File: src/include/pts_pkg.sv
// Purpose: Shared constants for the process-data transmission scheduler
// Assumes: 200 MHz mclk, APB register access with 32-bit data
// Notes:   Timing figures are kept in their own unit, cycle counts are derived
package pts_pkg;
  // ----------------------------------------------------------------
  // Timing
  // ----------------------------------------------------------------
  localparam int CLK_PERIOD_PS = 5000;
  localparam int MS_PS = 1000000000;
  localparam int MS_CYCLES = MS_PS / CLK_PERIOD_PS;
  localparam logic [15:0] SYNC_MS_RST = 16'h0032;    // 50 ms cycle period
  localparam logic [15:0] HB_MS_RST = 16'h00C8;      // 200 ms heartbeat
  localparam logic [15:0] GUARD_MS_RST = 16'h0258;   // 600 ms offline limit
  // ----------------------------------------------------------------
  // Identity and link defaults
  // ----------------------------------------------------------------
  localparam logic [6:0] NODE_ID_RST = 7'h01;
  localparam logic [2:0] RATE_1M = 3'h0;             // Bit-rate code 0 = 1 Mbit/s
  localparam logic [4:0] SDO_MAX = 5'h14;            // At most 20 automatic writes
  // ----------------------------------------------------------------
  // Register offsets (byte addresses)
  // ----------------------------------------------------------------
  localparam logic [7:0] OFS_CTRL = 8'h00;
  localparam logic [7:0] OFS_SYNC = 8'h04;
  localparam logic [7:0] OFS_HB = 8'h08;
  localparam logic [7:0] OFS_NODE = 8'h0C;
  localparam logic [7:0] OFS_ACTIVE = 8'h10;
  localparam logic [7:0] OFS_RXTYPE = 8'h14;
  localparam logic [7:0] OFS_ISTAT = 8'h18;
  localparam logic [7:0] OFS_IMASK = 8'h1C;
  localparam logic [7:0] OFS_ONLINE = 8'h20;
  localparam logic [7:0] OFS_GUARD = 8'h24;
  localparam logic [7:0] OFS_SDO = 8'h28;
  // ----------------------------------------------------------------
  // Fields
  // ----------------------------------------------------------------
  localparam int CTRL_RUN = 0;
  localparam int CTRL_RESTART = 1;
  localparam int NODE_RATE_LSB = 8;
  localparam int EV_SYNC = 0;
  localparam int EV_OFFLINE = 1;
  localparam int EV_SDO_DONE = 2;
  localparam int EV_TXPDO = 3;
  localparam int EV_W = 4;
  // ----------------------------------------------------------------
  // Transmission types
  // ----------------------------------------------------------------
  localparam logic [7:0] TT_ACYC = 8'h00;
  localparam logic [7:0] TT_CYC_MAX = 8'hF0;
  localparam logic [7:0] TT_EVT_A = 8'hFE;
  localparam logic [7:0] TT_EVT_B = 8'hFF;
  localparam logic [31:0] RXTYPE_RST = 32'hFFFFFFFF;

  typedef enum logic [1:0] {PTS_SDO_IDLE, PTS_SDO_ISSUE, PTS_SDO_WAIT, PTS_SDO_DONE} pts_sdo_t;
endpackage

File: src/design/pts_period_tmr.sv
// Purpose: Millisecond period timer that fires a one-cycle pulse
// Assumes: tick is a one-cycle pulse per millisecond on mclk
// Notes:   A period of zero stops the timer
`timescale 1ns/1ps
`default_nettype none
module pts_period_tmr (
  // Clock and reset
  input wire logic mclk,
  input wire logic rst_b,
  // Control
  input wire logic tick,
  input wire logic enable,
  input wire logic [15:0] period,
  // Event
  output logic fire
);
  logic [15:0] cnt;
  logic [15:0] next_cnt;
  logic next_fire;

  // ----------------------------------------------------------------
  // Counter
  // ----------------------------------------------------------------
  // Next count and fire, restart from zero after each period
  always_comb begin
    next_cnt = cnt;
    next_fire = 1'b0;
    if (!enable || period == 16'h0000) begin
      next_cnt = 16'h0000;
    end else if (tick) begin
      if (cnt + 16'h0001 >= period) begin
        next_cnt = 16'h0000;
        next_fire = 1'b1;
      end else begin
        next_cnt = cnt + 16'h0001;
      end
    end
  end

  always_ff @(posedge mclk or negedge rst_b) begin
    if (!rst_b) begin
      cnt <= 16'h0000;
      fire <= 1'b0;
    end else begin
      cnt <= next_cnt;
      fire <= next_fire;
    end
  end
endmodule
`default_nettype wire

File: src/design/pts_sched.sv
// Purpose: Master-side scheduler for process-data, SYNC and heartbeat traffic
// Assumes: CAN controller logic on mclk gives one-cycle event pulses
// Notes:   Registers over APB, one wait state on every access
`timescale 1ns/1ps
`default_nettype none
module pts_sched
  #(parameter int NCH = 4,
    parameter int MS_CYC = pts_pkg::MS_CYCLES)
  (
  // Clock and reset
  input wire logic mclk,
  input wire logic rst_b,
  // APB slave
  input wire logic psel,
  input wire logic penable,
  input wire logic pwrite,
  input wire logic [7:0] paddr,
  input wire logic [31:0] pwdata,
  output logic [31:0] prdata,
  output logic pready,
  output logic pslverr,
  // Process-data events from and to the CAN controller
  input wire logic [NCH-1:0] rx_data_chg,
  output logic [NCH-1:0] rx_send,
  input wire logic [NCH-1:0] tx_rcv,
  output logic [NCH-1:0] tx_valid,
  // Network management
  output logic sync_req,
  output logic hb_req,
  input wire logic [NCH-1:0] slave_alive,
  input wire logic slave_go_op,
  input wire logic sdo_ack,
  output logic sdo_req,
  output logic [4:0] sdo_index,
  output logic slave_op,
  // Applied link settings
  output logic [6:0] node_id,
  output logic [2:0] bit_rate,
  // Interrupt
  output logic irq
);
  import pts_pkg::*;

  // ----------------------------------------------------------------
  // Register bus
  // ----------------------------------------------------------------
  logic run, restart;
  logic [15:0] sync_ms, hb_ms, guard_ms;
  logic [6:0] node_stage;
  logic [2:0] rate_stage;
  logic [31:0] rxtype;
  logic [EV_W-1:0] istat, imask;
  logic [4:0] sdo_cnt;
  logic [15:0] sync_act, hb_act, guard_act;
  logic [NCH-1:0] online;
  logic [EV_W-1:0] ev;
  logic wr_en, rd_hit;
  logic [31:0] rd_val;
  logic next_run, next_restart;
  logic [15:0] next_sync_ms, next_hb_ms, next_guard_ms;
  logic [6:0] next_node_stage;
  logic [2:0] next_rate_stage;
  logic [31:0] next_rxtype;
  logic [EV_W-1:0] next_istat, next_imask;
  logic [4:0] next_sdo_cnt;
  pts_sdo_t sdo_st;

  // Write lands at the edge where the master sees pready high
  assign wr_en = psel && penable && pready && pwrite;

  // Read decode, shared by data and error answers
  function automatic logic map_hit(input logic [7:0] a);
    map_hit = (a <= OFS_SDO) && (a[1:0] == 2'b00);
  endfunction

  always_comb begin
    rd_hit = map_hit(paddr);
    case (paddr)
      OFS_CTRL: rd_val = {30'h0, restart, run};
      OFS_SYNC: rd_val = {16'h0, sync_ms};
      OFS_HB: rd_val = {16'h0, hb_ms};
      OFS_NODE: rd_val = {21'h0, rate_stage, 1'b0, node_stage};
      OFS_ACTIVE: rd_val = {21'h0, bit_rate, 1'b0, node_id};
      OFS_RXTYPE: rd_val = rxtype;
      OFS_ISTAT: rd_val = {{(32-EV_W){1'b0}}, istat};
      OFS_IMASK: rd_val = {{(32-EV_W){1'b0}}, imask};
      OFS_ONLINE: rd_val = {{(32-NCH){1'b0}}, online};
      OFS_GUARD: rd_val = {16'h0, guard_ms};
      OFS_SDO: rd_val = {23'h0, sdo_st == PTS_SDO_DONE, 3'h0, sdo_cnt};
      default: rd_val = 32'h00000000;
    endcase
  end

  // Register next values; hardware set wins over write-one-clear
  always_comb begin
    next_run = run;
    next_restart = 1'b0;
    next_sync_ms = sync_ms;
    next_hb_ms = hb_ms;
    next_guard_ms = guard_ms;
    next_node_stage = node_stage;
    next_rate_stage = rate_stage;
    next_rxtype = rxtype;
    next_imask = imask;
    next_sdo_cnt = sdo_cnt;
    next_istat = istat;
    if (wr_en) begin
      case (paddr)
        OFS_CTRL: begin
          next_run = pwdata[CTRL_RUN];
          next_restart = pwdata[CTRL_RESTART];
        end
        OFS_SYNC: next_sync_ms = pwdata[15:0];
        OFS_HB: next_hb_ms = pwdata[15:0];
        OFS_NODE: begin
          next_node_stage = pwdata[6:0];
          next_rate_stage = pwdata[NODE_RATE_LSB +: 3];
        end
        OFS_RXTYPE: next_rxtype = pwdata;
        OFS_ISTAT: next_istat = istat & ~pwdata[EV_W-1:0];
        OFS_IMASK: next_imask = pwdata[EV_W-1:0];
        OFS_GUARD: next_guard_ms = pwdata[15:0];
        OFS_SDO: next_sdo_cnt = (pwdata[4:0] > SDO_MAX) ? SDO_MAX : pwdata[4:0];
        default: next_run = run;
      endcase
    end
    next_istat = next_istat | ev;
  end

  always_ff @(posedge mclk or negedge rst_b) begin
    if (!rst_b) begin
      run <= 1'b0;
      restart <= 1'b0;
      sync_ms <= SYNC_MS_RST;
      hb_ms <= HB_MS_RST;
      guard_ms <= GUARD_MS_RST;
      node_stage <= NODE_ID_RST;
      rate_stage <= RATE_1M;
      rxtype <= RXTYPE_RST;
      istat <= '0;
      imask <= '0;
      sdo_cnt <= 5'h00;
    end else begin
      run <= next_run;
      restart <= next_restart;
      sync_ms <= next_sync_ms;
      hb_ms <= next_hb_ms;
      guard_ms <= next_guard_ms;
      node_stage <= next_node_stage;
      rate_stage <= next_rate_stage;
      rxtype <= next_rxtype;
      istat <= next_istat;
      imask <= next_imask;
      sdo_cnt <= next_sdo_cnt;
    end
  end

  // APB answer: pready rises one cycle into the access phase
  always_ff @(posedge mclk or negedge rst_b) begin
    if (!rst_b) begin
      pready <= 1'b0;
      pslverr <= 1'b0;
      prdata <= 32'h00000000;
      irq <= 1'b0;
    end else begin
      pready <= psel && penable && !pready;
      pslverr <= psel && penable && !pready && !rd_hit;
      prdata <= (psel && penable && !pready && !pwrite) ? rd_val : 32'h00000000;
      irq <= |(next_istat & imask);
    end
  end

  // ----------------------------------------------------------------
  // Applied configuration
  // ----------------------------------------------------------------
  // Staged values move over only on a restart, whether or not run is set
  always_ff @(posedge mclk or negedge rst_b) begin
    if (!rst_b) begin
      node_id <= NODE_ID_RST;
      bit_rate <= RATE_1M;
      sync_act <= SYNC_MS_RST;
      hb_act <= HB_MS_RST;
      guard_act <= GUARD_MS_RST;
    end else if (restart) begin
      node_id <= node_stage;
      bit_rate <= rate_stage;
      sync_act <= sync_ms;
      hb_act <= hb_ms;
      guard_act <= guard_ms;
    end
  end

  // ----------------------------------------------------------------
  // Time base and periodic messages
  // ----------------------------------------------------------------
  logic [31:0] pre_cnt;
  logic ms_tick;
  logic sync_fire, hb_fire;

  // Millisecond enable; wide counter so the period can be shortened
  always_ff @(posedge mclk or negedge rst_b) begin
    if (!rst_b) begin
      pre_cnt <= 32'h00000000;
      ms_tick <= 1'b0;
    end else begin
      ms_tick <= (pre_cnt == 32'(MS_CYC - 1));
      pre_cnt <= (pre_cnt == 32'(MS_CYC - 1)) ? 32'h00000000 : pre_cnt + 32'h00000001;
    end
  end

  pts_period_tmr u_sync_tmr (
    .mclk(mclk),
    .rst_b(rst_b),
    .tick(ms_tick),
    .enable(run),
    .period(sync_act),
    .fire(sync_fire)
  );

  pts_period_tmr u_hb_tmr (
    .mclk(mclk),
    .rst_b(rst_b),
    .tick(ms_tick),
    .enable(run),
    .period(hb_act),
    .fire(hb_fire)
  );

  // Request pulses to the controller, one per period
  always_ff @(posedge mclk or negedge rst_b) begin
    if (!rst_b) begin
      sync_req <= 1'b0;
      hb_req <= 1'b0;
    end else begin
      sync_req <= sync_fire;
      hb_req <= hb_fire;
    end
  end

  // ----------------------------------------------------------------
  // Process-data channels
  // ----------------------------------------------------------------
  logic [NCH-1:0] chg_pend, send_now, tx_ev, off_ev;

  // Transmit objects arrive from slaves and are valid on receipt
  always_ff @(posedge mclk or negedge rst_b) begin
    if (!rst_b) begin
      tx_valid <= '0;
      rx_send <= '0;
    end else begin
      tx_valid <= tx_rcv;
      rx_send <= send_now;
    end
  end
  assign tx_ev = tx_rcv;

  for (genvar i = 0; i < NCH; i++) begin : g_ch
    logic [7:0] ttype;
    logic [7:0] cyc_cnt, next_cyc_cnt;
    logic next_chg;
    logic [15:0] ms_idle, next_ms_idle;
    logic alive_q, next_alive;
    assign ttype = rxtype[8*i +: 8];

    // Change flag and sync counter; a change in the send cycle is kept
    always_comb begin
      send_now[i] = 1'b0;
      next_chg = chg_pend[i];
      next_cyc_cnt = cyc_cnt;
      if (!run) begin
        next_chg = 1'b0;
        next_cyc_cnt = 8'h00;
      end else if (ttype == TT_ACYC || ttype == TT_EVT_A || ttype == TT_EVT_B) begin
        send_now[i] = chg_pend[i];
        next_chg = 1'b0;
      end else if (ttype <= TT_CYC_MAX && sync_fire) begin
        if (cyc_cnt + 8'h01 >= ttype) begin
          send_now[i] = 1'b1;
          next_cyc_cnt = 8'h00;
          next_chg = 1'b0;
        end else begin
          next_cyc_cnt = cyc_cnt + 8'h01;
        end
      end
      if (run && rx_data_chg[i]) begin
        next_chg = 1'b1;
      end
    end

    // Offline watch: idle time in ms against the guard limit
    always_comb begin
      next_ms_idle = ms_idle;
      next_alive = alive_q;
      off_ev[i] = 1'b0;
      if (!run || guard_act == 16'h0000 || slave_alive[i]) begin
        next_ms_idle = 16'h0000;
        next_alive = run && slave_alive[i] ? 1'b1 : alive_q;
      end else if (ms_tick) begin
        next_ms_idle = ms_idle + 16'h0001;
        if (next_ms_idle >= guard_act && alive_q) begin
          next_alive = 1'b0;
          off_ev[i] = 1'b1;
        end
      end
    end

    always_ff @(posedge mclk or negedge rst_b) begin
      if (!rst_b) begin
        chg_pend[i] <= 1'b0;
        cyc_cnt <= 8'h00;
        ms_idle <= 16'h0000;
        alive_q <= 1'b0;
      end else begin
        chg_pend[i] <= next_chg;
        cyc_cnt <= next_cyc_cnt;
        ms_idle <= next_ms_idle;
        alive_q <= next_alive;
      end
    end
    assign online[i] = alive_q;
  end

  // ----------------------------------------------------------------
  // Automatic SDO writes
  // ----------------------------------------------------------------
  pts_sdo_t next_sdo_st;
  logic [4:0] next_sdo_index;
  logic next_sdo_req, next_slave_op;

  // Writes go one at a time; operational after the last ack, or without any ack when the count is zero
  always_comb begin
    next_sdo_st = sdo_st;
    next_sdo_index = sdo_index;
    next_sdo_req = 1'b0;
    next_slave_op = slave_op;
    case (sdo_st)
      PTS_SDO_IDLE: begin
        if (slave_go_op) begin
          next_sdo_index = 5'h00;
          next_sdo_st = (sdo_cnt == 5'h00) ? PTS_SDO_DONE : PTS_SDO_ISSUE;
        end
      end
      PTS_SDO_ISSUE: begin
        next_sdo_req = 1'b1;
        next_sdo_st = PTS_SDO_WAIT;
      end
      PTS_SDO_WAIT: begin
        if (sdo_ack) begin
          next_sdo_index = sdo_index + 5'h01;
          next_sdo_st = (sdo_index + 5'h01 >= sdo_cnt) ? PTS_SDO_DONE : PTS_SDO_ISSUE;
        end
      end
      PTS_SDO_DONE: begin
        next_slave_op = 1'b1;
        if (restart) begin
          next_slave_op = 1'b0;
          next_sdo_st = PTS_SDO_IDLE;
        end
      end
      default: next_sdo_st = PTS_SDO_IDLE;
    endcase
  end

  always_ff @(posedge mclk or negedge rst_b) begin
    if (!rst_b) begin
      sdo_st <= PTS_SDO_IDLE;
      sdo_index <= 5'h00;
      sdo_req <= 1'b0;
      slave_op <= 1'b0;
    end else begin
      sdo_st <= next_sdo_st;
      sdo_index <= next_sdo_index;
      sdo_req <= next_sdo_req;
      slave_op <= next_slave_op;
    end
  end

  // Events into the sticky status
  always_comb begin
    ev = '0;
    ev[EV_SYNC] = sync_fire;
    ev[EV_OFFLINE] = |off_ev;
    ev[EV_SDO_DONE] = (sdo_st != PTS_SDO_DONE) && (next_sdo_st == PTS_SDO_DONE);
    ev[EV_TXPDO] = |tx_ev;
  end
endmodule
`default_nettype wire

File: config.mk
export PLATFORM = sky130hd
export DESIGN_NAME = pts_sched
export DESIGN_NICKNAME = d
export VERILOG_FILES = /design/src/include/pts_pkg.sv /design/src/design/pts_period_tmr.sv /design/src/design/pts_sched.sv
export SDC_FILE = /design/constraint.sdc
export NUM_CORES = 1
export LEC_CHECK = 0
export BUFFER_PORTS_ARGS = -buffer_cell sky130_fd_sc_hd__clkbuf_2
export CAP_MARGIN = 25
export CORE_MARGIN = 5
export CORE_UTILIZATION = 40
export CTS_CLUSTER_DIAMETER = 150
export DETAILED_ROUTE_END_ITERATION = 10
export SLEW_MARGIN = 0
export SYNTH_ARGS = -nofsm -noshare
export SYNTH_HDL_FRONTEND = slang
export SYNTH_SLANG_ARGS = --single-unit
File: constraint.sdc
create_clock -name mclk -period 4.3 [get_ports mclk]
set_input_delay 0.43 -clock mclk [delete_from_list [all_inputs] [get_ports mclk]]
set_output_delay 0.43 -clock mclk [all_outputs]
set_load 0.01 [all_outputs]
## Yosys cells after proc, flatten, opt, wreduce, memory -nomap -nowiden

Cells that the tools add are included.

| cells by class | value |
|---|---|
| $add $sub $neg | 12 |
| $mul | 0 |
| div/mod/pow operators | 0 |
| order comparisons | 17 |
| equality and inequality tests | 46 |
| shifts and indexed selects | 0 |
| mux-type cells | 119 |
| bitwise gates (word level) | 4 |
| reductions and logical operators | 89 |

Operators with widths:

| operator | number |
|---|---|
| one-hot mux 32 bit (11 select lines) | 1 |
| 2-to-1 mux 16 bit | 14 |
| 2-to-1 mux 8 bit | 16 |
| adder 16 x 1 -> 16 bit (second input constant) | 6 |
| greater-or-equal comparator 16 bit | 6 |
| 2-to-1 mux 1 bit | 74 |
| == test 8 bit (second input constant) | 8 |
| 2-to-1 mux 32 bit | 2 |
| zero test 16 bit | 3 |
| zero test 8 bit | 5 |
| adder 32 x 1 -> 32 bit (second input constant) | 1 |
| adder 8 x 1 -> 8 bit (second input constant) | 4 |
| == test 32 x 18 -> 1 bit (second input constant) | 1 |
| == test 8 x 5 -> 1 bit (second input constant) | 4 |
| greater-or-equal comparator 8 bit | 4 |
| <= comparator 8 bit (second input constant) | 4 |
| inequality test 4 x 1 -> 1 bit (second input constant) | 8 |
| AND reduction 2 bit | 16 |
| == test 8 x 6 -> 1 bit (second input constant) | 3 |
| logical AND 1 bit | 24 |
| nonzero test 2 bit | 11 |
| == test 8 x 4 -> 1 bit (second input constant) | 2 |
| inequality test 2 x 1 -> 1 bit (second input constant) | 8 |
| logical OR 1 bit | 15 |
| 21 further kinds | 47 |

| storage, ports and cells | value |
|---|---|
| register bits | 388 |
| latch bits | 0 |
| bits in writable memories | 0 |
| bits in read-only memories | 0 |
| input bits | 59 |
| output and inout port bits | 62 |
| word-level logic and storage cells | 337 |
| memories kept | 0 |

## Logic depth before layout (Yosys ltp)

| logic depth | value |
|---|---|
| depth in word-level cells | 10 |
| mapped depth | 16 |
| gate-level depth less buffers | 15 |

## Modules after synthesis

Synthesis repeated with hierarchy kept, for this count alone.

| second synthesis, totals | value |
|---|---|
| cell total of the unflattened synthesis | 1945 |
| area, all modules | 20871.3 um2 |

Modules (own cells, without submodules):

| module | times used | cells an instance | area each (um2) |
|---|---|---|---|
| pts_sched | 1 | 1611 | 17946.0 |
| pts_period_tmr | 2 | 167 | 1462.7 |

## Worst setup path before layout

Ideal clock, no wire load.

| timing | value |
|---|---|
| path type | flip-flop to flip-flop |
| start point | register u_hb_tmr.cnt[0] |
| end point | register u_hb_tmr.cnt[3] |
| setup time | 66 ps |
| arrival | 3067 ps |
| path slack | 1167 ps |
| cell stages (with the launch flop) | 14 |
| clock period less this slack | 3133 ps |
| path through | dfrtp_1 > ha_1 > nand3_1 > or2_2 > nor2_1 > and3_1 > xor2_1 > ha_1 > a21o_1 > a2111oi_0 > o211ai_1 > a21o_1 > inv_2 > a22o_1 |

| on the way | value |
|---|---|
| word-level cells in the longest chain between the ends | 5 |

RTL lines:

| what | RTL line | RTL |
|---|---|---|
| from (decl) | pts_period_tmr.sv:17 | `logic [15:0] cnt;` |
| from (signal assigned) | pts_period_tmr.sv:45 | `cnt <= next_cnt;` |
| adder 16 x 1 -> 16 bit * | pts_period_tmr.sv:31, pts_period_tmr.sv:35 |  |
| greater-or-equal comparator 16 bit | pts_period_tmr.sv:31 | `if (cnt + 16'h0001 >= period) begin` |
| 2-to-1 mux 16 bit * | pts_period_tmr.sv:31 |  |
| 2-to-1 mux 16 bit * | pts_period_tmr.sv:30 | `end else if (tick) begin` |
| 2-to-1 mux 16 bit * | pts_period_tmr.sv:28 | `if (!enable \|\| period == 16'h0000) begin` |

Every way passes the cells marked *; elsewhere a longest branch is shown, timed or not. The select of a mux whose other input is x is not followed.
A chain may end at the register's enable or synchronous reset.

## Worst setup path after layout

Ends and elaborated chain as after synthesis.

==> results.md <==
* Status: finished, final reports clean
* Number of warnings issued by yosys at 0
* Routed len/inst at ~19 um
* Worst setup EP type: flip-flop
* Commonest non-fill, non-tap cell in the layout: dfrtp_1
* GPL Wtd Cong at 0.824
* Mapped Area at 20,600 um2
* Initial Util at 40.3%
* Synth Area per Inst at 10.5 um2
* Die area at about 56,000 um2
* Most used DFF post-synth: dfrtp_1
* Port bufs at between 100 and 150
* Minimum clock period at 3.62 ns
* DIE WIDTH at 237 um
* Crit path DAT at 4.13 ns
* HPWL Detailed at 37,400 um
* Die height at approximately 240 um
* Hold-fix buffers at CTS at 5
* Setup Skew at approximately 0.016 ns
* Worst-path maximum fanout at 10
* Area growth, synth to finish at 14.5%
* Critical Path Source: u_hb_tmr.cnt[0]$_DFFE_PN0P_
* Post-Synthesis Cells at about 2,000
* Cell variety after synth at 70
* First-pass GRT wire length at 83,900 um
* Yosys reg bits at 388
* Vias per cell at 5.47
* CTS root buf: clkbuf_16
* Worst R2R Start: u_hb_tmr.cnt[0]$_DFFE_PN0P_
* Share of synthesized flip-flops with an asynchronous set or reset at 100%
* Net Count, Synth at 2,156
* Hold crit path type: primary input to flip-flop
* Max-Cap Viols at 0
* CTS Sinks at 388
* # DRC at 0
* RSZ-0062 raised after global routing: false
* Leak at 11.2 nW
* CTS tree: yes
* Slew Limit Headroom at 32.9%
* ANT nets after route at 0
* Starting DRC count in detailed routing at approximately 900
* Vias at around 15,000
* Fmax at 0.276 GHz
* CP Class: flip-flop to flip-flop
* Synth top area cells: dfrtp_1, ha_1, dfstp_2, mux2_2, xor2_1
* Clock Pin Slew Worst Setup and Hold Paths at 0.06 ns
* Crit path max-delay cell type: a2111oi_0
* Drt first pass iters at 6
* Post_cts resized at 0
* Setup Total Neg Slack at 0 ns
* Total Power at between 8 and 9 mW
* TritonCTS Buffers at 44
* Initial antenna violation count at 2
* Vias in the first global route at between 15,000 and 20,000
* Max-slew violations at 0
* Element type at the critical path start: flip-flop
* Sequential area share after synthesis at a little under half
* Peak supply drop at roughly 230 uV
* Worst path cell trace: ha_1 -> nand3_1 -> or2_2 -> nor2_1 -> and3_1 -> xor2_1 -> ha_1 -> a21o_1 -> a2111oi_0 -> o211ai_1 -> a21o_1 -> inv_2 -> a22o_1
* Most frequent cells in the layout: dfrtp_1, nand2_1, ha_1, clkbuf_2, mux2_2
* Yosys top cell area share at 40.6%
* Share of cells above drive strength 1 at 19.7%
* Gr usage total at between 10% and 20%
* Worst slew pin tran at 1.01 ns
* Finish-stage setup viols at 0
* Number of flops mapped to enable cells by yosys at 0
* Tcrit/Tclk final at approximately 84%
* CP peak stage delay at 0.57 ns
* Hold Vio Cnt, Final at 0
* H-tree depth at 2
* Longest Clk Path Bufs at 3
* Worst EP required at approximately 4.8 ns
* Largest net degree at the start of global routing at 121
* Clk Latency, worst-skew pair at between 0.5 and 0.6 ns
* Top Ports at 121
* Worst Hold Launch: rx_data_chg[0]
* Core box area at 51,100 um2
* # rows at 83
* Leading area contributor after synthesis: dfrtp_1
* GRT overflow at 0
* # nets final at ~2,300
* Setup Fix Bufs, Post-CTS at 0
* Final WL at between 50,000 and 60,000 um
* PD cells at between 300 and 400 nW/um2
==> metal layers <==
metal	track usage, %	wire length [um]	vias up
li1	-	-	7280
met1	24.3	22800	7621
met2	30.1	25000	303
met3	3.25	2560	100
met4	6.47	1720	2
met5	0	13	-
==> path summary, 6_finish.rpt <==
path	to	slack, ns	cells past startpoint
min in group asynchronous	g_ch[1].ms_idle[0]$_DFFE_PN0P_	0.50	2
max in group asynchronous	sync_ms[5]$_DFFE_PN1P_	2.61	3
setup reg to reg	u_hb_tmr.cnt[3]$_DFFE_PN0P_	0.68	13
hold reg to reg	hb_req$_DFF_PN0_	0.36	0
setup / recovery	u_hb_tmr.cnt[3]$_DFFE_PN0P_	0.68	13
hold / removal	chg_pend[0]$_DFFE_PN0P_	0.07	3
==> metrics by stage <==
step                util, %  worst slack, ns  hold WS (ns)  std cells  area, um2
floorplan                 -             1.17         0.134       1952      20600
global placement       42.9            0.812         0.353       2709      21900
detailed placement     42.9            0.676         0.350       2709      21900
CTS                    46.1            0.646        0.0390       2796      23600
global route           46.1            0.331        0.0558       2797      23600
finish                 46.1            0.679        0.0700       2798      23600
==> kinds of logic (layout without fill, tap and decap cells) <==
logic type / after synthesis / in the layout / synth area share (%)
xor+xnor: 170 / 170 / 7.24
flops: 388 / 388 / 47.5
buf+inv: 160 / 325 / 3.02
other cells: 0 / 1 / 0
mux: 114 / 114 / 6.23
fa+ha+maj: 145 / 145 / 8.82
simple gates: 609 / 609 / 14.6
compound gates: 366 / 366 / 12.6
==> critical path, delay by kind of cell (launching register included) <==
family	cells	cell delay (ns)
xor+xnor	1	0.20
compound gates	5	1.37
fa+ha+maj	2	0.49
flops	1	0.43
buf+inv	1	0.20
simple gates	4	0.84
==> sequential cells by signal (all words and copies together) (netlist names), 32 cells and up <==
| name | count |
|---|---|
| g_ch.ms_idle | 64 |
| rxtype | 32 |
| pre_cnt | 32 |
| prdata | 32 |
| g_ch.cyc_cnt | 32 |
==> Yosys cell counts, drive strengths merged (8+ instances only) <==
cell and instances:
clkbuf 44, a22o 40, o21ai 102, o211ai 18
mux2 113, and2 14, buf 15, or2 11
nand2b 26, nand2 204, and3 44, xor2 108
inv 101, a32o 31, nand3 80, nand4 31
o41ai 8, a22oi 33, nor3 27, dfrtp 334
dfstp 54, a31oi 9, nor4 32, nor2 117
a21oi 52, xnor2 62, a21o 23, ha 145
==> where the power goes <==
| part | switching [mW] | internal [mW] |
|---|---|---|
| sequential | 0.0536 | 3.69 |
| clock | 1.58 | 2.42 |
| combinational | 0.197 | 0.114 |
| total | 1.83 | 6.23 |
==> cell type report <==
type	count	area [um2]
diodes	1	2.50
clock buffers	59	1250
clock inverters	23	315
fillers	4755	27500
inverters	101	379
multi-input cells	1404	10200
flip-flops and latches	388	9780
well taps	680	851
repair buffers	142	813
(Power assumes the default switching activity.)
